## src/hbp_pkg.sv

```systemverilog
// constants, field layout and configuration carrier of the blanking pattern generator
// Operation
// - area odd-clock counts: A[3:0], B[7:4], C[11:8]
// - area even-clock counts use same A/B/C layout
// - each count gives zero to fifteen pulses
// - six 12-bit odd-clock repeat-area count registers
// - six separate 12-bit even-clock count registers
// - area counts define even lines in advanced mode
// - three shared 13-bit start positions, advanced mode
// - first odd selector picks even area for area 0
// - selectors two to six map odd areas 1-5
// - mode value 1 enables repeated blanking
// - multi-repeat uses start, end, length, count, toggles
// - even and odd toggle sets follow line parity
// - alternation works in normal and multi-repeat modes
// - line alternation independent of vertical alternation
// - mode field: normal, multi, advanced, test
// - start, end, length, repeat count are 13-bit
// - separate mask polarities for odd, even, last clocks
package hbp_pkg;

  // ****************************************************************
  // field layout and sizes
  // ****************************************************************
  localparam int POS_W     = 13;
  localparam int CNT_W     = 4;
  localparam int AREA_W    = 12;
  localparam int SEL_W     = 3;
  localparam int NUM_AREAS = 6;
  localparam int NUM_TOGS  = 6;
  localparam int CNT_A_LSB = 0;
  localparam int CNT_B_LSB = 4;
  localparam int CNT_C_LSB = 8;

  // ****************************************************************
  // mode codes and reset values
  // ****************************************************************
  localparam logic [1:0]       MODE_NORMAL   = 2'h0;
  localparam logic [1:0]       MODE_MULTI    = 2'h1;
  localparam logic [1:0]       MODE_ADVANCED = 2'h2;
  localparam logic [1:0]       MODE_TEST     = 2'h3;
  localparam logic [POS_W-1:0] POS_UNUSED    = 13'h1FFF;
  localparam logic [POS_W-1:0] POS_ZERO      = 13'h0000;
  localparam logic [POS_W-1:0] POS_ONE       = 13'h0001;
  localparam logic [2:0]       AREA_LAST     = 3'h5;
  localparam logic             RST_LEVEL     = 1'b0;

  // register image delivered by the serial register file
  typedef struct packed {
    logic [1:0]                          blanking_mode_select;
    logic                                odd_clock_mask_polarity;
    logic                                even_clock_mask_polarity;
    logic                                last_stage_mask_polarity;
    logic [POS_W-1:0]                    blanking_start;
    logic [POS_W-1:0]                    blanking_end;
    logic [POS_W-1:0]                    blanking_length;
    logic [POS_W-1:0]                    blanking_repeat_count;
    logic [NUM_TOGS-1:0][POS_W-1:0]      even_line_toggles;
    logic [NUM_TOGS-1:0][POS_W-1:0]      odd_line_toggles;
    logic [POS_W-1:0]                    shared_start_pos_a;
    logic [POS_W-1:0]                    shared_start_pos_b;
    logic [POS_W-1:0]                    shared_start_pos_c;
    logic [NUM_AREAS-1:0][AREA_W-1:0]    area_h1_pulse_counts;
    logic [NUM_AREAS-1:0][AREA_W-1:0]    area_h2_pulse_counts;
    logic [NUM_AREAS-1:0][SEL_W-1:0]     odd_area_select;
  } hbp_cfg_t;

  // horizontal clock pins toward the sensor
  typedef struct packed {
    logic horizontal_blanking;
    logic odd_horizontal_clock;
    logic even_horizontal_clock;
    logic last_stage_clock;
  } hbp_hclk_t;

endpackage

```

## src/hbp_pattern_gen.sv

```systemverilog
// horizontal blanking pattern generator driving the sensor horizontal clocks
`timescale 1ns/1ps
module hbp_pattern_gen (
  input  wire logic                        i_core_clk,
  input  wire logic                        i_reset,
  input  wire hbp_pkg::hbp_cfg_t           i_cfg,
  input  wire logic [hbp_pkg::POS_W-1:0]   i_pixel_count,
  input  wire logic                        i_line_odd,
  output logic                             o_horizontal_blanking,
  output logic                             o_odd_horizontal_clock,
  output logic                             o_even_horizontal_clock,
  output logic                             o_last_stage_clock
);
  import hbp_pkg::*;

  // ****************************************************************
  // usage notes
  // ****************************************************************
  // every pin is one flop behind the
  // pixel count it belongs to.
  //
  // the line timer may feed the pixel
  // count straight from its counter.
  //
  // the register image is read live;
  // rewrite it only outside blanking,
  // a change mid-window bends a segment.
  //
  // counters restart only when the
  // pixel count equals the window start.
  //
  // a timer that skips that value
  // leaves the counters free running.
  //
  // a length of zero never wraps, so
  // the window is one repetition.
  //
  // the repetition index saturates,
  // so it never wraps to area zero.
  //
  // each pulse is two pixels wide:
  // odd clock high then low, even
  // clock low then high.
  //
  // a count of fifteen fills thirty
  // pixels after its start.
  //
  // overlapping groups: group A wins,
  // then B, then C; nothing flags it.
  //
  // test mode runs the normal toggles,
  // so the pins stay defined.
  //
  // outside blanking all clocks follow
  // one phase flop running from reset.

  // ****************************************************************
  // helper functions
  // ****************************************************************

  // pick one 4-bit pulse count out of an area register
  function automatic logic [CNT_W-1:0] count_field(input logic [AREA_W-1:0] area, input logic [1:0] which);
    logic [CNT_W-1:0] f;
    case (which)
      2'h0:    f = area[CNT_A_LSB +: CNT_W];
      2'h1:    f = area[CNT_B_LSB +: CNT_W];
      2'h2:    f = area[CNT_C_LSB +: CNT_W];
      default: f = 4'h0;
    endcase
    return f;
  endfunction

  // level after six toggles starting low: parity of toggles passed
  function automatic logic toggle_level(input logic [POS_W-1:0] pos,
                                        input logic [NUM_TOGS-1:0][POS_W-1:0] togs);
    logic lvl;
    lvl = 1'b0;
    for (int k = 0; k < NUM_TOGS; k++) begin
      if (pos >= togs[k]) begin
        lvl = ~lvl;
      end
    end
    return lvl;
  endfunction

  // {active, level}: cnt pulses of two pixels each, high half first
  function automatic logic [1:0] pulse_hit(input logic [POS_W-1:0] off,
                                           input logic [POS_W-1:0] start,
                                           input logic [CNT_W-1:0] cnt);
    logic [POS_W-1:0] d;
    logic             act;
    d   = POS_W'(off - start);
    act = (off >= start) && (d < {8'h00, cnt, 1'b0});
    return {act, ~d[0]};
  endfunction

  // ****************************************************************
  // state registers
  // ****************************************************************
  logic [POS_W-1:0] off_reg;
  logic [POS_W-1:0] idx_reg;
  logic             hclk_phase_reg;
  logic             blank_reg;
  logic             h1_pulse_reg;
  logic             h2_pulse_reg;
  logic             odd_clk_reg;
  logic             even_clk_reg;
  logic             last_clk_reg;

  // ****************************************************************
  // segment tracking for multi-repeat and advanced modes
  // ****************************************************************
  wire logic [1:0]       mode      = i_cfg.blanking_mode_select;
  wire logic             at_start  = (i_pixel_count == i_cfg.blanking_start);
  wire logic [POS_W-1:0] len_last  = POS_W'(i_cfg.blanking_length - POS_ONE);
  // zero length never matches, so one segment spans the whole window
  wire logic             seg_wrap  = (i_cfg.blanking_length != POS_ZERO) && (off_reg == len_last);
  wire logic [POS_W-1:0] off_inc   = POS_W'(off_reg + POS_ONE);
  wire logic [POS_W-1:0] idx_inc   = (idx_reg == POS_UNUSED) ? idx_reg : POS_W'(idx_reg + POS_ONE);
  wire logic [POS_W-1:0] cur_off   = (at_start || seg_wrap) ? POS_ZERO : off_inc;
  wire logic [POS_W-1:0] cur_idx   = at_start ? POS_ZERO : (seg_wrap ? idx_inc : idx_reg);
  wire logic             in_window = (i_pixel_count >= i_cfg.blanking_start) &&
                                     (i_pixel_count < i_cfg.blanking_end);

  // ****************************************************************
  // mode 0 and mode 1: toggle sets chosen by line parity
  // ****************************************************************
  wire logic [NUM_TOGS-1:0][POS_W-1:0] cur_togs =
    i_line_odd ? i_cfg.odd_line_toggles : i_cfg.even_line_toggles;
  wire logic normal_blank = toggle_level(i_pixel_count, cur_togs);
  // toggles are relative to each repetition inside the window
  wire logic multi_blank  = in_window && (cur_idx < i_cfg.blanking_repeat_count) &&
                            toggle_level(cur_off, cur_togs);

  // ****************************************************************
  // mode 2: repeat areas in order, odd lines reordered
  // ****************************************************************
  wire logic       area_run  = in_window && (cur_idx <= {10'h000, AREA_LAST});
  wire logic [2:0] even_area = cur_idx[2:0];
  wire logic [2:0] odd_area  = i_cfg.odd_area_select[even_area];
  wire logic [2:0] area      = i_line_odd ? odd_area : even_area;
  // selector values six and seven name no area and leave it empty
  wire logic       area_ok   = area <= AREA_LAST;
  wire logic [AREA_W-1:0] h1_area = area_ok ? i_cfg.area_h1_pulse_counts[area] : 12'h000;
  wire logic [AREA_W-1:0] h2_area = area_ok ? i_cfg.area_h2_pulse_counts[area] : 12'h000;
  wire logic [POS_W-1:0]  pos_a   = i_cfg.shared_start_pos_a;
  wire logic [POS_W-1:0]  pos_b   = i_cfg.shared_start_pos_b;
  wire logic [POS_W-1:0]  pos_c   = i_cfg.shared_start_pos_c;

  // a start parked at 8191 is never reached inside a segment
  wire logic [1:0] h1_a = pulse_hit(cur_off, pos_a, count_field(h1_area, 2'h0));
  wire logic [1:0] h1_b = pulse_hit(cur_off, pos_b, count_field(h1_area, 2'h1));
  wire logic [1:0] h1_c = pulse_hit(cur_off, pos_c, count_field(h1_area, 2'h2));
  wire logic [1:0] h2_a = pulse_hit(cur_off, pos_a, count_field(h2_area, 2'h0));
  wire logic [1:0] h2_b = pulse_hit(cur_off, pos_b, count_field(h2_area, 2'h1));
  wire logic [1:0] h2_c = pulse_hit(cur_off, pos_c, count_field(h2_area, 2'h2));

  // first matching start wins when groups overlap
  wire logic h1_act = area_run && (h1_a[1] || h1_b[1] || h1_c[1]);
  wire logic h1_lvl = h1_a[1] ? h1_a[0] : (h1_b[1] ? h1_b[0] : h1_c[0]);
  wire logic h2_act = area_run && (h2_a[1] || h2_b[1] || h2_c[1]);
  wire logic h2_lvl = h2_a[1] ? h2_a[0] : (h2_b[1] ? h2_b[0] : h2_c[0]);

  // ****************************************************************
  // mode decode and clock shaping
  // ****************************************************************
  // test code is treated as normal so the pins never float in an odd state
  wire logic blank_next = (mode == MODE_MULTI)    ? multi_blank :
                          (mode == MODE_ADVANCED) ? area_run    : normal_blank;
  wire logic h1_pulse_next = (mode == MODE_ADVANCED) && h1_act;
  wire logic h2_pulse_next = (mode == MODE_ADVANCED) && h2_act;
  wire logic phase_next    = ~hclk_phase_reg;

  // masked clocks sit at their own polarity during blanking
  wire logic odd_next  = blank_next ? (h1_pulse_next ? h1_lvl : i_cfg.odd_clock_mask_polarity)
                                    : phase_next;
  wire logic even_next = blank_next ? (h2_pulse_next ? ~h2_lvl : i_cfg.even_clock_mask_polarity)
                                    : ~phase_next;
  wire logic last_next = blank_next ? i_cfg.last_stage_mask_polarity : phase_next;

  // segment counters
  always_ff @(posedge i_core_clk) begin
    if (i_reset) begin
      off_reg <= POS_ZERO;
      idx_reg <= POS_ZERO;
    end else begin
      off_reg <= cur_off;
      idx_reg <= cur_idx;
    end
  end

  // pixel-rate phase and internal pulse flags
  always_ff @(posedge i_core_clk) begin
    if (i_reset) begin
      hclk_phase_reg <= RST_LEVEL;
      h1_pulse_reg   <= RST_LEVEL;
      h2_pulse_reg   <= RST_LEVEL;
    end else begin
      hclk_phase_reg <= phase_next;
      h1_pulse_reg   <= h1_pulse_next;
      h2_pulse_reg   <= h2_pulse_next;
    end
  end

  // registered pins, one cycle after the pixel count they belong to
  always_ff @(posedge i_core_clk) begin
    if (i_reset) begin
      blank_reg    <= RST_LEVEL;
      odd_clk_reg  <= RST_LEVEL;
      even_clk_reg <= RST_LEVEL;
      last_clk_reg <= RST_LEVEL;
    end else begin
      blank_reg    <= blank_next;
      odd_clk_reg  <= odd_next;
      even_clk_reg <= even_next;
      last_clk_reg <= last_next;
    end
  end

  assign o_horizontal_blanking   = blank_reg;
  assign o_odd_horizontal_clock  = odd_clk_reg;
  assign o_even_horizontal_clock = even_clk_reg;
  assign o_last_stage_clock      = last_clk_reg;

  // ****************************************************************
  // assertions
  // ****************************************************************
  wire logic cur_h1_zero = (h1_area == 12'h000);
  wire logic unused_e    = (i_cfg.even_line_toggles[2] == POS_UNUSED) && (i_cfg.even_line_toggles[3] == POS_UNUSED) &&
                           (i_cfg.even_line_toggles[4] == POS_UNUSED) && (i_cfg.even_line_toggles[5] == POS_UNUSED);
  wire logic unused_o    = (i_cfg.odd_line_toggles[2] == POS_UNUSED) && (i_cfg.odd_line_toggles[3] == POS_UNUSED) &&
                           (i_cfg.odd_line_toggles[4] == POS_UNUSED) && (i_cfg.odd_line_toggles[5] == POS_UNUSED);

  last_mask_a: assert property (@(posedge i_core_clk) disable iff (i_reset)
    o_horizontal_blanking |-> o_last_stage_clock == i_cfg.last_stage_mask_polarity)
    else $error("last stage clock not at mask polarity in blanking");

  odd_mask_a: assert property (@(posedge i_core_clk) disable iff (i_reset)
    (o_horizontal_blanking && !h1_pulse_reg) |-> o_odd_horizontal_clock == i_cfg.odd_clock_mask_polarity)
    else $error("odd clock not at mask polarity in blanking");

  even_mask_a: assert property (@(posedge i_core_clk) disable iff (i_reset)
    (o_horizontal_blanking && !h2_pulse_reg) |-> o_even_horizontal_clock == i_cfg.even_clock_mask_polarity)
    else $error("even clock not at mask polarity in blanking");

  zero_reps_a: assert property (@(posedge i_core_clk) disable iff (i_reset)
    (mode == MODE_MULTI && i_cfg.blanking_repeat_count == POS_ZERO) |=> !o_horizontal_blanking)
    else $error("blanking with zero repetitions");

  before_window_a: assert property (@(posedge i_core_clk) disable iff (i_reset)
    ((mode == MODE_MULTI || mode == MODE_ADVANCED) && i_pixel_count < i_cfg.blanking_start)
      |=> !o_horizontal_blanking)
    else $error("blanking before window start");

  even_toggle_a: assert property (@(posedge i_core_clk) disable iff (i_reset)
    (mode == MODE_NORMAL && !i_line_odd && unused_e && i_pixel_count >= i_cfg.even_line_toggles[0] &&
     i_pixel_count < i_cfg.even_line_toggles[1] && i_pixel_count < POS_UNUSED) |=> o_horizontal_blanking)
    else $error("even line toggles not applied");

  odd_toggle_a: assert property (@(posedge i_core_clk) disable iff (i_reset)
    (mode == MODE_NORMAL && i_line_odd && unused_o && i_pixel_count >= i_cfg.odd_line_toggles[0] &&
     i_pixel_count < i_cfg.odd_line_toggles[1] && i_pixel_count < POS_UNUSED) |=> o_horizontal_blanking)
    else $error("odd line toggles not applied");

  zero_count_a: assert property (@(posedge i_core_clk) disable iff (i_reset)
    (mode == MODE_ADVANCED && area_run && cur_h1_zero)
      |=> (o_horizontal_blanking && o_odd_horizontal_clock == i_cfg.odd_clock_mask_polarity))
    else $error("pulse in area with zero count");

  free_run_a: assert property (@(posedge i_core_clk) disable iff (i_reset)
    (!o_horizontal_blanking && !$past(o_horizontal_blanking) && !$past(i_reset))
      |-> (o_odd_horizontal_clock != $past(o_odd_horizontal_clock) &&
           o_even_horizontal_clock == !o_odd_horizontal_clock))
    else $error("horizontal clocks not running outside blanking");

  // ****************************************************************
  // segment and area checks
  // ****************************************************************
  // a stuck counter would shift
  // every later repetition.

  // counters restart at window start
  restart_a: assert property (@(posedge i_core_clk) disable iff (i_reset)
    at_start |=> (off_reg == POS_ZERO && idx_reg == POS_ZERO))
    else $error("segment counters not restarted");

  // offset wraps at the segment end
  wrap_a: assert property (@(posedge i_core_clk) disable iff (i_reset)
    (!at_start && seg_wrap) |=> off_reg == POS_ZERO)
    else $error("segment offset not wrapped");

  // nothing after the window end
  multi_end_a: assert property (@(posedge i_core_clk) disable iff (i_reset)
    (mode == MODE_MULTI && i_pixel_count >= i_cfg.blanking_end) |=> !o_horizontal_blanking)
    else $error("blanking after window end");

  // six areas keep blanking up
  adv_run_a: assert property (@(posedge i_core_clk) disable iff (i_reset)
    (mode == MODE_ADVANCED && in_window && cur_idx <= {10'h000, AREA_LAST})
      |=> o_horizontal_blanking)
    else $error("repeat area not blanked");

  // no seventh area
  adv_stop_a: assert property (@(posedge i_core_clk) disable iff (i_reset)
    (mode == MODE_ADVANCED && cur_idx > {10'h000, AREA_LAST}) |=> !o_horizontal_blanking)
    else $error("blanking past last repeat area");

  // first odd pulse half is high
  h1_first_a: assert property (@(posedge i_core_clk) disable iff (i_reset)
    (h1_pulse_next && h1_a[1] && cur_off == pos_a) |=> o_odd_horizontal_clock)
    else $error("odd clock pulse not high at start");

  // first even pulse half is low
  h2_first_a: assert property (@(posedge i_core_clk) disable iff (i_reset)
    (h2_pulse_next && h2_a[1] && cur_off == pos_a) |=> !o_even_horizontal_clock)
    else $error("even clock pulse not low at start");

  // selector six or seven: empty area
  empty_area_a: assert property (@(posedge i_core_clk) disable iff (i_reset)
    (mode == MODE_ADVANCED && area_run && !area_ok)
      |=> (o_odd_horizontal_clock == i_cfg.odd_clock_mask_polarity &&
           o_even_horizontal_clock == i_cfg.even_clock_mask_polarity))
    else $error("pulses in empty odd area");

  // pins low right after reset
  reset_out_a: assert property (@(posedge i_core_clk)
    $past(i_reset) |-> (!o_horizontal_blanking && !o_odd_horizontal_clock &&
                        !o_even_horizontal_clock && !o_last_stage_clock))
    else $error("pins not low after reset");

endmodule

```

## config.mk

```make
export PLATFORM = sky130hd
export DESIGN_NAME = hbp_pattern_gen
export DESIGN_NICKNAME = d
export VERILOG_FILES = /design/src/hbp_pkg.sv /design/src/hbp_pattern_gen.sv
export SDC_FILE = /design/constraint.sdc
export NUM_CORES = 1
export LEC_CHECK = 0
export BUFFER_PORTS_ARGS = -buffer_cell sky130_fd_sc_hd__buf_2
export CELL_PAD_IN_SITES_DETAIL_PLACEMENT = 1
export CELL_PAD_IN_SITES_GLOBAL_PLACEMENT = 2
export CORE_UTILIZATION = 28
export DETAILED_ROUTE_END_ITERATION = 10
export PLACE_DENSITY_LB_ADDON = 0.1
export SYNTH_ARGS = -nofsm -noshare
export SYNTH_HDL_FRONTEND = slang
export SYNTH_SLANG_ARGS = --single-unit
export TNS_END_PERCENT = 10
```

## constraint.sdc

```tcl
create_clock -name i_core_clk -period 7.8 [get_ports i_core_clk]
set_clock_uncertainty 0.1 [all_clocks]
set_input_delay 0 -clock i_core_clk [delete_from_list [all_inputs] [get_ports i_core_clk]]
set_output_delay 0 -clock i_core_clk [all_outputs]
set_load 0.01 [all_outputs]
```

# Yosys cells after proc, flatten, opt, wreduce, memory -nomap -nowiden
# Cells that the tools add are included.
# totals
ff_bits,31
latchBits,0
mem_bits_rw,0
rom_bits,0
input_bits,430
output_inout_bits,4
elab_cells,119
n_memories,0
# op_classes
n_addsub,6
mul,0
n_div,0
magnitude_cmp,28
eq_ne,5
n_shift,0
muxes,37
bitwise,15
reduce_logical,21
# ops
cell,count
greater-or-equal comparator 13 bit,16
less-than comparator 13 x 5 -> 1 bit,6
2-to-1 mux 78 bit,1
binary-select mux 12 bit (select 3 bit),2
2-to-1 mux 13 bit,4
2-to-1 mux 12 bit,4
subtractor 13 bit,3
"adder 13 x 1 -> 13 bit, second input constant",2
equality test 13 bit,2
less-than comparator 13 bit,2
2-to-1 mux 1 bit,23
logical AND 1 bit,15
NOT 1 bit,15
"equality test 13 bit, second input constant",1
"<= comparator 13 x 3 -> 1 bit, second input constant",1
nonzero test 13 bit,1
"subtractor 13 x 1 -> 13 bit, second input constant",1
binary-select mux 3 bit (select 3 bit),1
"less-than comparator 3 x 4 -> 1 bit, second input constant",2
2-to-1 mux 3 bit,2
logical OR 1 bit,5
"<= comparator 3 bit, second input constant",1
"equality test 2 x 1 -> 1 bit, second input constant",1
"equality test 2 bit, second input constant",1

# Logic depth before layout (Yosys ltp)
# Gate-level depths: netlist of run 1.
# depth
depth_word,20
mapped_depth,28
mapped_depth_nobuf,26

# Least setup slack after synthesis of run 1
# No wires, ideal clock.
# synth_path
kind,input to register
start,in i_cfg[370] (netlist bit)
end,"reg even_clk_reg, in the netlist o_even_horizontal_clock"
setup_time_ns,0.125
t_arrival_ns,5.832
t_required_ns,7.575
slack_ns,1.743
stages,25
n_path_buf,3
cell_sequence,inv_1 ha_1 or3b_2 o21ai_1 a21oi_1 or4b_4 nor4_4 mux2i_1 a221oi_2 o221ai_2 buf_6 buf_2 buf_1 nor2_1 a31oi_1 a21oi_1 ha_1 a21o_1 a21oi_1 nand4_1 or4_1 o211ai_1 nand2_1 a311oi_1 nor3_1
# synth_via
elab_chain_len,20
elab_cells_between_ends,63
classes_between,add/sub: 4; order compare: 15; eq/ne: 1; mux: 21; bitwise: 9; reduce/logical: 13
# synth_lines
element,line,source
from (decl),hbp_pattern_gen.sv:6,"input wire hbp_pkg::hbp_cfg_t i_cfg,"
subtractor 13 x 1 -> 13 bit,hbp_pattern_gen.sv:115,wire logic [POS_W-1:0] len_last = POS_W'(i_cfg.blanking_length - POS_ONE);
equality test 13 bit,hbp_pattern_gen.sv:117,wire logic seg_wrap = (i_cfg.blanking_length != POS_ZERO) && (off_reg == len_last);
logical AND 1 bit (*),hbp_pattern_gen.sv:117,
"parallel branches: the longest is 16 deep, another holds less-than comparator 13 x 5 -> 1 bit",n/a,
2-to-1 mux 1 bit (*),hbp_pattern_gen.sv:177,wire logic even_next = blank_next ? (h2_pulse_next ? ~h2_lvl : i_cfg.even_clock_mask_polarity)
to (signal assigned),hbp_pattern_gen.sv:215,even_clk_reg <= even_next;
to (decl),hbp_pattern_gen.sv:107,logic even_clk_reg;
# Every way passes the cells marked *. The select of a mux whose other input is x is not followed.
# A chain may end at the register's enable or synchronous reset.

# Final worst setup path of run 1
# layout_path
start,in i_cfg[370] (netlist bit)
end,"reg even_clk_reg, in the netlist o_even_horizontal_clock"
# layout_via
elab_chain_len,20
elab_cells_between_ends,63
classes_between,add/sub: 4; order compare: 15; eq/ne: 1; mux: 21; bitwise: 9; reduce/logical: 13
# layout_lines
element,line,source
subtractor 13 x 1 -> 13 bit,hbp_pattern_gen.sv:115,
equality test 13 bit,hbp_pattern_gen.sv:117,
logical AND 1 bit (*),hbp_pattern_gen.sv:117,
logical OR 1 bit (*),hbp_pattern_gen.sv:120,wire logic [POS_W-1:0] cur_off = (at_start || seg_wrap) ? POS_ZERO : off_inc;
2-to-1 mux 13 bit (*),hbp_pattern_gen.sv:120,
net cur_off[4],hbp_pattern_gen.sv:120,
"parallel branches: the longest is 14 deep, another holds subtractor 13 bit",n/a,
2-to-1 mux 1 bit (*),hbp_pattern_gen.sv:177,
# Mark *: on every way through the listed nets, which the timed path passes. The select of a mux whose other input is x is not followed.

==> run metrics, run 1 <==
CP Max Fanout 12; Net Sw Frac 45.2%; Slew headroom 41.5%; Synth top cells by count 254 x ha_1, 176 x nor2_1, 118 x mux2i_1, 115 x inv_1, 102 x a21oi_1; GP Congestion 0.876; Die X 204 um; WL/cell 21.0 um; Yosys top cell area share 27.8%; GR Overflow Total 0; Skew-Pair Late Insertion Delay 280 ps; mapped cell area 0.0114 mm2; first-pass GRT wire length 77900 um; CP peak stage delay 810 ps; outcome finished, final reports clean; CTS tree built; DRC Markers 0; CTS H-tree depth 2; crit path DAT 6910 ps; Post-Syn Area per Cell 7.46 um2; Ports 434; top-count cell post-synth ha_1; sequential share of the synthesized area 5.43%; CTS buffer count 5; Total GRT Usage 24.3%; share of layout cells above drive strength 1 25.9%; Area Growth Syn to Fin 26.6%; CTS resizes 0; fin crit share 87.8%; unrepaired setup endpoints after global routing false; fin crit period 6850 ps; Synth area leader ha_1; Flop pwr share 14.9%; initial antenna violation count 1; Crit. End Element flip-flop; vias in the first global route 13500; gr busiest metal met2; core area 0.0400 mm2; maximum clock path buffer count 2; row cnt 73; critical path type in2reg; diode count 0; final hold violation count 0; mean number of vias per cell 5.31; vias 13200; worst hold path class in2reg; Async SR Flop Fraction 0%; Worst Tran Pin Value 875 ps; dominant cells by area after synthesis ha_1 28%, mux2i_1 10%, nor2_1 5.8%; final cell count without fillers 2484; starting density of the core 28.6%; setup tns final 0 ps; Fill cells 5092; P_int 0.000634 W; Ys Warns 0; Routed Antenna Nets 0; number of synthesized flops with an enable pin 0; leak pwr 7.62 nW; Comb pwr share 68.0%; 1st-iter DRT viols 406; DIE HEIGHT 204 um; worst vdd rail ir drop 0.0703 mV; GR Util met1 30.8%; first-pass iteration count of the detailed router 5; Die ar. 0.0417 mm2; power per cell area 79.9 mW/mm2; placed cells 2474; required time worst endpoint 7860 ps; Netlist cell types 85; Max-Cap Viols 0; ys flop type dfxtp_1; count of pins over their slew limit 0; met3 GRT Util 2.18%; clk slew on worst S/H paths 60 ps; met2 GRT Util 44.6%; Clock power frac 17.1%; I/O Buffers 433; post-synthesis register bit count 31; FMAX 0.146 GHz; Post-Syn Instances 1533; Layout Nets 2645; clock sinks 31; Final HPWL DP 44400 um; setup violators final 0; routed wire length 52100 um; slowest CP cell a2111oi_1; CP Launch Type primary input; Syn Nets 2220; sw power 0.000523 W; Root Buffer clkbuf_16; pin count of the biggest net entering global routing 51
## cell usage in the layout (no fill, tap or decap), types with 8 or more instances in the layout
| master | Yosys | layout |
|---|---|---|
| nor3_1 | 50 | 50 |
| nand3_1 | 32 | 32 |
| a21oi_1 | 102 | 102 |
| and2_1 | 12 | 12 |
| and3_1 | 11 | 11 |
| o22ai_1 | 8 | 8 |
| nor4_1 | 9 | 8 |
| a211oi_1 | 10 | 10 |
| o21ai_0 | 56 | 56 |
| mux2_2 | 9 | 9 |
| dfxtp_1 | 31 | 31 |
| or3_1 | 12 | 12 |
| a21o_1 | 40 | 40 |
| o2111ai_1 | 9 | 9 |
| o211ai_1 | 13 | 13 |
| o21a_1 | 30 | 30 |
| xnor2_1 | 31 | 31 |
| nor2_1 | 176 | 175 |
| ha_1 | 254 | 254 |
| xor2_1 | 19 | 19 |
| buf_4 | 1 | 23 |
| buf_2 | 2 | 432 |
| nand2b_1 | 25 | 25 |
| nand2_1 | 94 | 94 |
| nor2b_1 | 28 | 28 |
| inv_1 | 115 | 115 |
| nand4_1 | 36 | 36 |
| mux2i_1 | 118 | 118 |
| a31oi_1 | 28 | 28 |
| o31ai_1 | 9 | 9 |
## power groups by stage
stage	clock [W]	sequential (W)	combinational [W]
5_1_grt	0.000206	0.000173	0.000880
3_5_place_dp	0	0.000176	0.000789
2_1_floorplan	0	0.000177	0.000461
3_3_place_gp	0	0.000176	0.000767
4_1_cts	0.000203	0.000172	0.000794
6_report	0.000198	0.000172	0.000787
## layer usage
layer / part of all wire, % / wire length [um]
met2: 49 / 25500
met3: 4.5 / 2350
met1: 45 / 23400
met4: 1.5 / 800
met5: 0.025 / 13
## final timing paths
path                                        endpoint                 startpoint  cells after the start  slack (ps)
hold reg to reg            hclk_phase_reg$_SDFF_PP0_  hclk_phase_reg$_SDFF_PP0_                      1         320
setup / recovery  o_even_horizontal_clock$_SDFF_PP0_                 i_cfg[370]                     26         950
hold / removal    o_even_horizontal_clock$_SDFF_PP0_                 i_cfg[410]                      4          80
setup reg to reg  o_even_horizontal_clock$_SDFF_PP0_     off_reg[12]$_SDFF_PP0_                     23         980
## final cells by class
class	instances	area [um2]	area share, %
multi-input combinational	1344	10200	70.6
timing repair buffer	459	2390	16.5
clock inverter	2	12.5	0.0864
sequential	31	621	4.28
clock buffer	6	129	0.890
tap	525	657	4.54
inverter	117	439	3.03
## critical path: cells and delay by family
| family | cells | cell delay, ps |
|---|---|---|
| adders and majority gates | 2 | 550 |
| AOI/OAI and AO/OA | 11 | 2890 |
| buffers and inverters | 4 | 710 |
| and+or+nand+nor | 9 | 2750 |
## stage by stage
stage	power [W]	worst slack (ps)	hold WS, ps	util, %	area [um2]
floorplan	0.000638	1740	53.8	-	11400
global placement	0.000942	944	222	35.8	14300
detailed placement	0.000964	785	216	35.8	14300
CTS	0.00117	1070	77.3	36.2	14500
global route	0.00126	489	128	36.2	14500
finish	0.00116	949	79.0	36.2	14500
## cells by family after synthesis
group	Yosys count	synth area share (%)
buffers and inverters	158	5.31
xor gates and xnor gates	52	4.17
muxes	129	11.5
and+or+nand+nor	530	23.2
AOI/OAI and AO/OA	376	22.1
DFF	31	5.43
adders and majority gates	257	28.3
## repair_timing
| item | CTS | global route |
|---|---|---|
| setup buffers | 0 | 0 |
| hold buffers | 2 | 0 |
| setup endpoints to repair | 0 | 0 |
| endpoints found under the hold margin | 2 | 0 |
Power figures use the tool's default switching activity.
==> inputs of run 2 (changes only) <==
--- a/config.mk
+++ b/config.mk
@@ -5,12 +5,14 @@
 export SDC_FILE = /design/constraint.sdc
 export NUM_CORES = 1
 export LEC_CHECK = 0
+export ABC_AREA = 1
 export BUFFER_PORTS_ARGS = -buffer_cell sky130_fd_sc_hd__buf_2
 export CELL_PAD_IN_SITES_DETAIL_PLACEMENT = 1
 export CELL_PAD_IN_SITES_GLOBAL_PLACEMENT = 2
-export CORE_UTILIZATION = 28
+export CORE_UTILIZATION = 27
 export DETAILED_ROUTE_END_ITERATION = 10
 export PLACE_DENSITY_LB_ADDON = 0.1
+export REMOVE_ABC_BUFFERS = 1
 export SYNTH_ARGS = -nofsm -noshare
 export SYNTH_HDL_FRONTEND = slang
 export SYNTH_SLANG_ARGS = --single-unit
==> constraint.sdc (replaced) <==
create_clock -name i_core_clk -period 7.5 [get_ports i_core_clk]
set_clock_uncertainty 0.1 [all_clocks]
set_input_delay 0 -clock i_core_clk [delete_from_list [all_inputs] [get_ports i_core_clk]]
set_output_delay 0 -clock i_core_clk [all_outputs]
set_load 0.01 [all_outputs]
==> run 2 against run 1 <==
  * Die area rose by 5.6%
  * Non-clock buffer count is 11 lower
  * Count of clock-buffer cells in the layout is 1 higher
  * Routed wire length increased by 1.4%
  * Area after synthesis rose by 1.9%
  * Sequential power grew 4%
  * Combinational power increased by 4.4%
  * Register-to-register slack improved by 680 ps
  * Cell area grew 0.53%
  * First-iteration DRC count increased by 30%
  * Sequential cell count did not move
==> run metrics, run 2 <==
CP Launch Type flip-flop; Ports 434 (unchanged); Slew headroom 25.8% (-16 points); Yosys top cell area share 27.3% (-0.52 points); I/O Buffers 433 (unchanged); crit-path most repeated cell nand2_1; clk slew on worst S/H paths 50 ps (about the same); leak pwr 8.08 nW (+6.0%); mean number of vias per cell 5.02 (-5.4%); Bufs and invs on worst path 1 (-3); worst reg-to-reg setup slack 1660 ps (+680 ps); GR Overflow Total 0 (unchanged); first-pass iteration count of the detailed router 5 (unchanged); WP depth 25 (-3.8%); mapped cell area 0.0117 mm2 (+1.9%); most frequent cells in the layout 432 x buf_2, 320 x nand2_1, 254 x ha_1; Post-Syn Instances 1783 (+16%); power per cell area 82.1 mW/mm2 (+2.7%); Crit. End Element flip-flop; top-count cell post-synth nand2_1; CTS H-tree depth 2 (unchanged); clock sinks 31 (unchanged); Total GRT Usage 23.6% (-0.69 points); setup violators final 0 (unchanged); Die ar. 0.0440 mm2 (+5.6%); Worst Tran Pin Value 1100 ps (+228 ps); initial antenna violation count 6 (+5); R2R Path End o_odd_horizontal_clock$_SDFF_PP0_; crit path to o_odd_horizontal_clock$_SDFF_PP0_; required time worst endpoint 7620 ps (-240 ps); GP Congestion 0.859 (-2.0%); Async SR Flop Fraction 0% (unchanged); critical path type reg2reg; CP Max Fanout 24 (+12); pin count of the biggest net entering global routing 54 (+5.9%); CTS resizes 0 (unchanged); dominant cells by area after synthesis ha_1 27%, nand2_1 10%, inv_1 7.2%; sequential share of the synthesized area 5.32% (-0.10 points); Max-Cap Viols 0 (unchanged); maximum clock path buffer count 2 (unchanged); Crit path max-delay family simple AND/OR/NAND/NOR gates; worst vdd rail ir drop 0.0715 mV (+1.7%); core area 0.0422 mm2 (+5.6%); Die X 210 um (+2.8%); fin crit period 5840 ps; share of layout cells above drive strength 1 24.9% (-1.0 points); crit path DAT 5960 ps (-950 ps); WL/cell 19.3 um (-8.0%); worst hold path class in2reg; first-pass GRT wire length 80600 um (+3.4%); setup tns final 0 ps (unchanged); Setup Buffers After CTS 0 (unchanged); post-synthesis register bit count 31 (unchanged); reg2reg path depth 25 (+8.7%); 1st-iter DRT viols 528 (+30%); Area Growth Syn to Fin 24.9%; DRC Markers 0 (unchanged); starting density of the core 27.6% (-0.99 points); fin util 34.5% (-1.7 points); unrepaired setup endpoints after global routing false; hold buffers post-CTS 3 (+1); count of pins over their slew limit 0 (unchanged); Post-Syn Area per Cell 6.54 um2 (-12%); Skew-Pair Late Insertion Delay 280 ps (about the same); Ys Warns 0 (unchanged); Final HPWL DP 45000 um (+1.3%); row cnt 75 (+2.7%); Routed Antenna Nets 0 (unchanged); number of synthesized flops with an enable pin 0 (unchanged); outcome finished, final reports clean; Synth top cells by count 320 x nand2_1, 254 x ha_1, 225 x inv_1, 175 x nor2_1, 124 x a21oi_1; diode count 0 (unchanged); DIE HEIGHT 210 um (+2.8%); vias in the first global route 14500 (+7.5%); routed wire length 52900 um (+1.4%); vias 13700 (+4.3%); Root Buffer clkbuf_16; CP peak stage delay 620 ps (-190 ps); CTS tree built; ys flop type dfxtp_1; Layout Nets 2886 (+9.1%); Fill cells 5575 (+9.5%); r2r startpoint off_reg[0]$_SDFF_PP0_; leading cell type in the layout, fill and taps excluded buf_2; Setup crit start off_reg[0]$_SDFF_PP0_; Synth area leader ha_1; FMAX 0.171 GHz; Netlist cell types 60 (-29%); CTS buffer count 5 (unchanged); final hold violation count 0 (unchanged); slowest CP cell nand2_1; fin crit share 77.8%
==> run 2: layout make-up <==
type	count	area (um2)	area share [%]
multi-input combinational	1475	9940	68.3
clock buffer	7	133	0.911
inverter	238	896	6.15
tap	539	674	4.63
clock inverter	1	5.00	0.0344
timing repair buffer	448	2290	15.7
sequential	31	621	4.26
==> run 2: report_power, final <==
group          total (W)  switching [W]  internal, W
registers       0.000179     0.00000593     0.000173
clock network   0.000195      0.0000726     0.000123
logic           0.000822       0.000485     0.000337
==> run 2: cells by family after synthesis <==
logic type	count (synthesis)	share of synthesized area, %
buffers and inverters	277	9.41
and+or+nand+nor	780	31.4
AOI/OAI and AO/OA	314	16.0
muxes	72	6.18
xor gates and xnor gates	52	3.91
adders and majority gates	257	27.8
DFF	31	5.32
==> run 2: how the worst min path moves through the flow <==
stage                     slack [ps]       start  cells past startpoint                               end
after floorplan                  -30     i_reset                      1         hclk_phase_reg$_SDFF_PP0_
after global placement           180  i_cfg[409]                      3     o_last_stage_clock$_SDFF_PP0_
after detailed placement         190  i_cfg[409]                      3     o_last_stage_clock$_SDFF_PP0_
after CTS                         80  i_cfg[413]                      4  o_horizontal_blanking$_SDFF_PP0_
after global routing             110  i_cfg[413]                      4  o_horizontal_blanking$_SDFF_PP0_
final                             80  i_cfg[413]                      4  o_horizontal_blanking$_SDFF_PP0_
==> run 2: worst reg2reg max path: cells and delay by family, from the launching register on <==
kind	cells	cell delay [ps]
xor+xnor	2	450
simple gates	15	2890
flops	1	430
fa+ha+maj	2	530
compound gates	5	1300
buf+inv	1	60
==> run 2: metal layers <==
metal / up-vias / part of all wire, % / routed length [um] / GRT usage [%]
li1: 6971 / - / - / -
met1: 6396 / 46 / 24300 / 30.0
met2: 339 / 49 / 25800 / 43.5
met3: 36 / 3.9 / 2040 / 2.27
met4: 6 / 1.3 / 676 / 3.40
met5: - / 0.085 / 45 / 0
==> run 2: through the flow <==
step | cells | hold WS, ps | setup WS [ps] | cell area, um2 | power, W
2_1_floorplan | 1744 | -33.3 | 2890 | 11500 | 0.000664
3_3_place_gp | 2728 | 180 | 1610 | 14400 | 0.000988
3_5_place_dp | 2728 | 188 | 1380 | 14400 | 0.00101
4_1_cts | 2739 | 76.5 | 1500 | 14600 | 0.00122
5_1_grt | 2739 | 110 | 833 | 14600 | 0.00133
6_report | 2739 | 83.1 | 1660 | 14600 | 0.00120
==> inputs of run 3 (changes only) <==
--- a/config.mk
+++ b/config.mk
@@ -9,7 +9,7 @@
 export BUFFER_PORTS_ARGS = -buffer_cell sky130_fd_sc_hd__buf_2
 export CELL_PAD_IN_SITES_DETAIL_PLACEMENT = 1
 export CELL_PAD_IN_SITES_GLOBAL_PLACEMENT = 2
-export CORE_UTILIZATION = 27
+export CORE_UTILIZATION = 24
 export DETAILED_ROUTE_END_ITERATION = 10
 export PLACE_DENSITY_LB_ADDON = 0.1
 export REMOVE_ABC_BUFFERS = 1
==> constraint.sdc (replaced) <==
create_clock -name i_core_clk -period 5.15 [get_ports i_core_clk]
set_clock_uncertainty 0.1 [all_clocks]
set_input_delay 0 -clock i_core_clk [delete_from_list [all_inputs] [get_ports i_core_clk]]
set_output_delay 0 -clock i_core_clk [all_outputs]
set_load 0.01 [all_outputs]
==> run 3 against run 2 <==
  * First-iteration DRC count decreased by 11%
  * Non-clock buffer count increased by 90
  * Count of clock-buffer cells in the layout shrank 1
  * Maximum frequency rose by 22%
  * Sequential cell count did not move
  * Via count increased by 3.3%
==> run metrics, run 3 (synthesis gave the netlist of run 2 again) <==
CTS buffer count 5 (unchanged); CP Max Fanout 3 (-88%); leak pwr 8.61 nW (+6.6%); Slew headroom 39.4% (+14 points); starting density of the core 24.4% (-3.2 points); row cnt 80 (+6.7%); sw power 0.000872 W (+55%); leading cell type in the layout, fill and taps excluded buf_2; Routed Antenna Nets 0 (unchanged); Bufs and invs on worst path 5 (+4); P_int 0.00103 W (+64%); vias in the first global route 15100 (+3.8%); CP Launch Type flip-flop; placed cells 2874 (+5.4%); Max-Cap Viols 0 (unchanged); vias 14200 (+3.3%); Area Growth Syn to Fin 34.9%; setup violators final 0 (unchanged); DIE HEIGHT 222 um (+6.0%); Sequential Area 623 um2 (+0.40%); FMAX 0.210 GHz (+22%); Worst Tran Pin Value 886 ps (-217 ps); reg2reg path depth 30 (+20%); first-pass GRT wire length 86000 um (+6.7%); Flop pwr share 13.4% (-1.5 points); I/O Buffers 433 (unchanged); GR Util met1 27.7% (-2.3 points); met2 GRT Util 42.0% (-1.5 points); 1st-iter DRT viols 468 (-11%); final cell count without fillers 2905 (+6.1%); Ports 434 (unchanged); mean number of vias per cell 4.89 (-2.6%); area of the multi-input gates 0.0102 mm2 (+2.4%); CTS tree built; WL/cell 19.6 um (+1.6%); routed wire length 57000 um (+7.8%); clock sinks 31 (unchanged); Die X 222 um (+6.0%); Final HPWL DP 49500 um (+10%); fin crit period 4770 ps (-1070 ps); pin count of the biggest net entering global routing 44 (-19%); required time worst endpoint 5220 ps (-2400 ps); Net Sw Frac 45.8% (-1.3 points); setup tns final 0 ps (unchanged); Fill cells 6169 (+11%); WP depth 30 (+20%); hold depth 2 (-2); power per cell area 121 mW/mm2 (+48%); initial antenna violation count 7 (+1); GP Congestion 0.895 (+4.3%); Clock power frac 19.1% (+2.8 points); clk slew on worst S/H paths 60 ps (about the same); Comb pwr share 67.5% (-1.2 points); crit path DAT 4840 ps (-1120 ps); diode count 0 (unchanged); Die ar. 0.0494 mm2 (+12%); GR Overflow Total 0 (unchanged); slowest CP cell nor2_2; first-pass iteration count of the detailed router 5 (unchanged); worst hold path class in2reg; Crit. End Element flip-flop; Root Buffer clkbuf_16; maximum clock path buffer count 2 (unchanged); Skew-Pair Late Insertion Delay 290 ps (about the same); critical path type reg2reg; CTS H-tree depth 2 (unchanged); final hold violation count 0 (unchanged); outcome finished, final reports clean; Crit path max-delay family simple AND/OR/NAND/NOR gates; gr busiest metal met2; Layout Nets 2976 (+3.1%); most frequent cells in the layout 432 x buf_2, 319 x nand2_1, 250 x ha_1; DRC Markers 0 (unchanged); CP peak stage delay 350 ps (-270 ps); Total GRT Usage 22.6% (-1.0 points); met3 GRT Util 2.09% (-0.19 points); share of layout cells above drive strength 1 29.7% (+4.8 points); core area 0.0478 mm2 (+13%); fin crit share 92.6% (+15 points); worst vdd rail ir drop 0.0952 mV (+33%); count of pins over their slew limit 0 (unchanged)
## run 3: cell count changes in the layout (fill, tap and decap cells not counted), sizes merged
cell    previous run  this run
buf              445       534
bufinv             0         1
## run 3: final timing paths
check | start | endpoint | slack [ps]
hold / removal | i_reset | hclk_phase_reg$_SDFF_PP0_ | 130
hold reg to reg | hclk_phase_reg$_SDFF_PP0_ | hclk_phase_reg$_SDFF_PP0_ | 350
setup reg to reg | off_reg[1]$_SDFF_PP0_ | o_odd_horizontal_clock$_SDFF_PP0_ | 380
setup / recovery | off_reg[1]$_SDFF_PP0_ | o_odd_horizontal_clock$_SDFF_PP0_ | 380
## run 3: final cells by class
class                           instances  share of cell area [%]
Timing Repair Buffer                  538                    19.6
Tap cell                              615                    4.89
Multi-Input combinational cell       1475                    64.8
Clock buffer                            6                   0.883
Clock inverter                          2                   0.223
Inverter                              238                    5.70
Sequential cell                        31                    3.96
## run 3: power by group through the flow
stage	combinational (W)	sequential (W)	clock, W
2_1_floorplan	0.000701	0.000265	0
5_1_grt	0.00146	0.000258	0.000379
6_report	0.00129	0.000256	0.000363
4_1_cts	0.00129	0.000256	0.000370
3_3_place_gp	0.00124	0.000261	0
3_5_place_dp	0.00128	0.000261	0
## run 3: repair_timing
item | 4_1_cts | 5_1_grt
pin swaps | 0 | 24
resized for setup | 9 | 50
endpoints found under the setup margin | 4 | 4
hold buffers | 3 | 0
buffers inserted | 0 | 19
cloned | 0 | 1
hold endpoints to repair | 3 | 0
## run 3: through the flow
| stage | setup slack [ps] | util (%) | area [um2] | hold slack (ps) | power, W |
|---|---|---|---|---|---|
| final | 381 | 32.9 | 15700 | 134 | 0.00191 |
| after CTS | 26.5 | 32.0 | 15300 | 140 | 0.00192 |
| after detailed placement | -228 | 31.5 | 15100 | 115 | 0.00154 |
| after global placement | -93.7 | 31.5 | 15100 | 107 | 0.00151 |
| after floorplan | 538 | - | 11500 | -33.3 | 0.000967 |
| after global routing | -68.3 | 32.9 | 15700 | 178 | 0.00209 |
## run 3: routing by layer
metal	part of all wire [%]	wire, um
met1	44	25300
met2	50	28500
met3	3.3	1910
met4	2.3	1300
met5	0.098	56
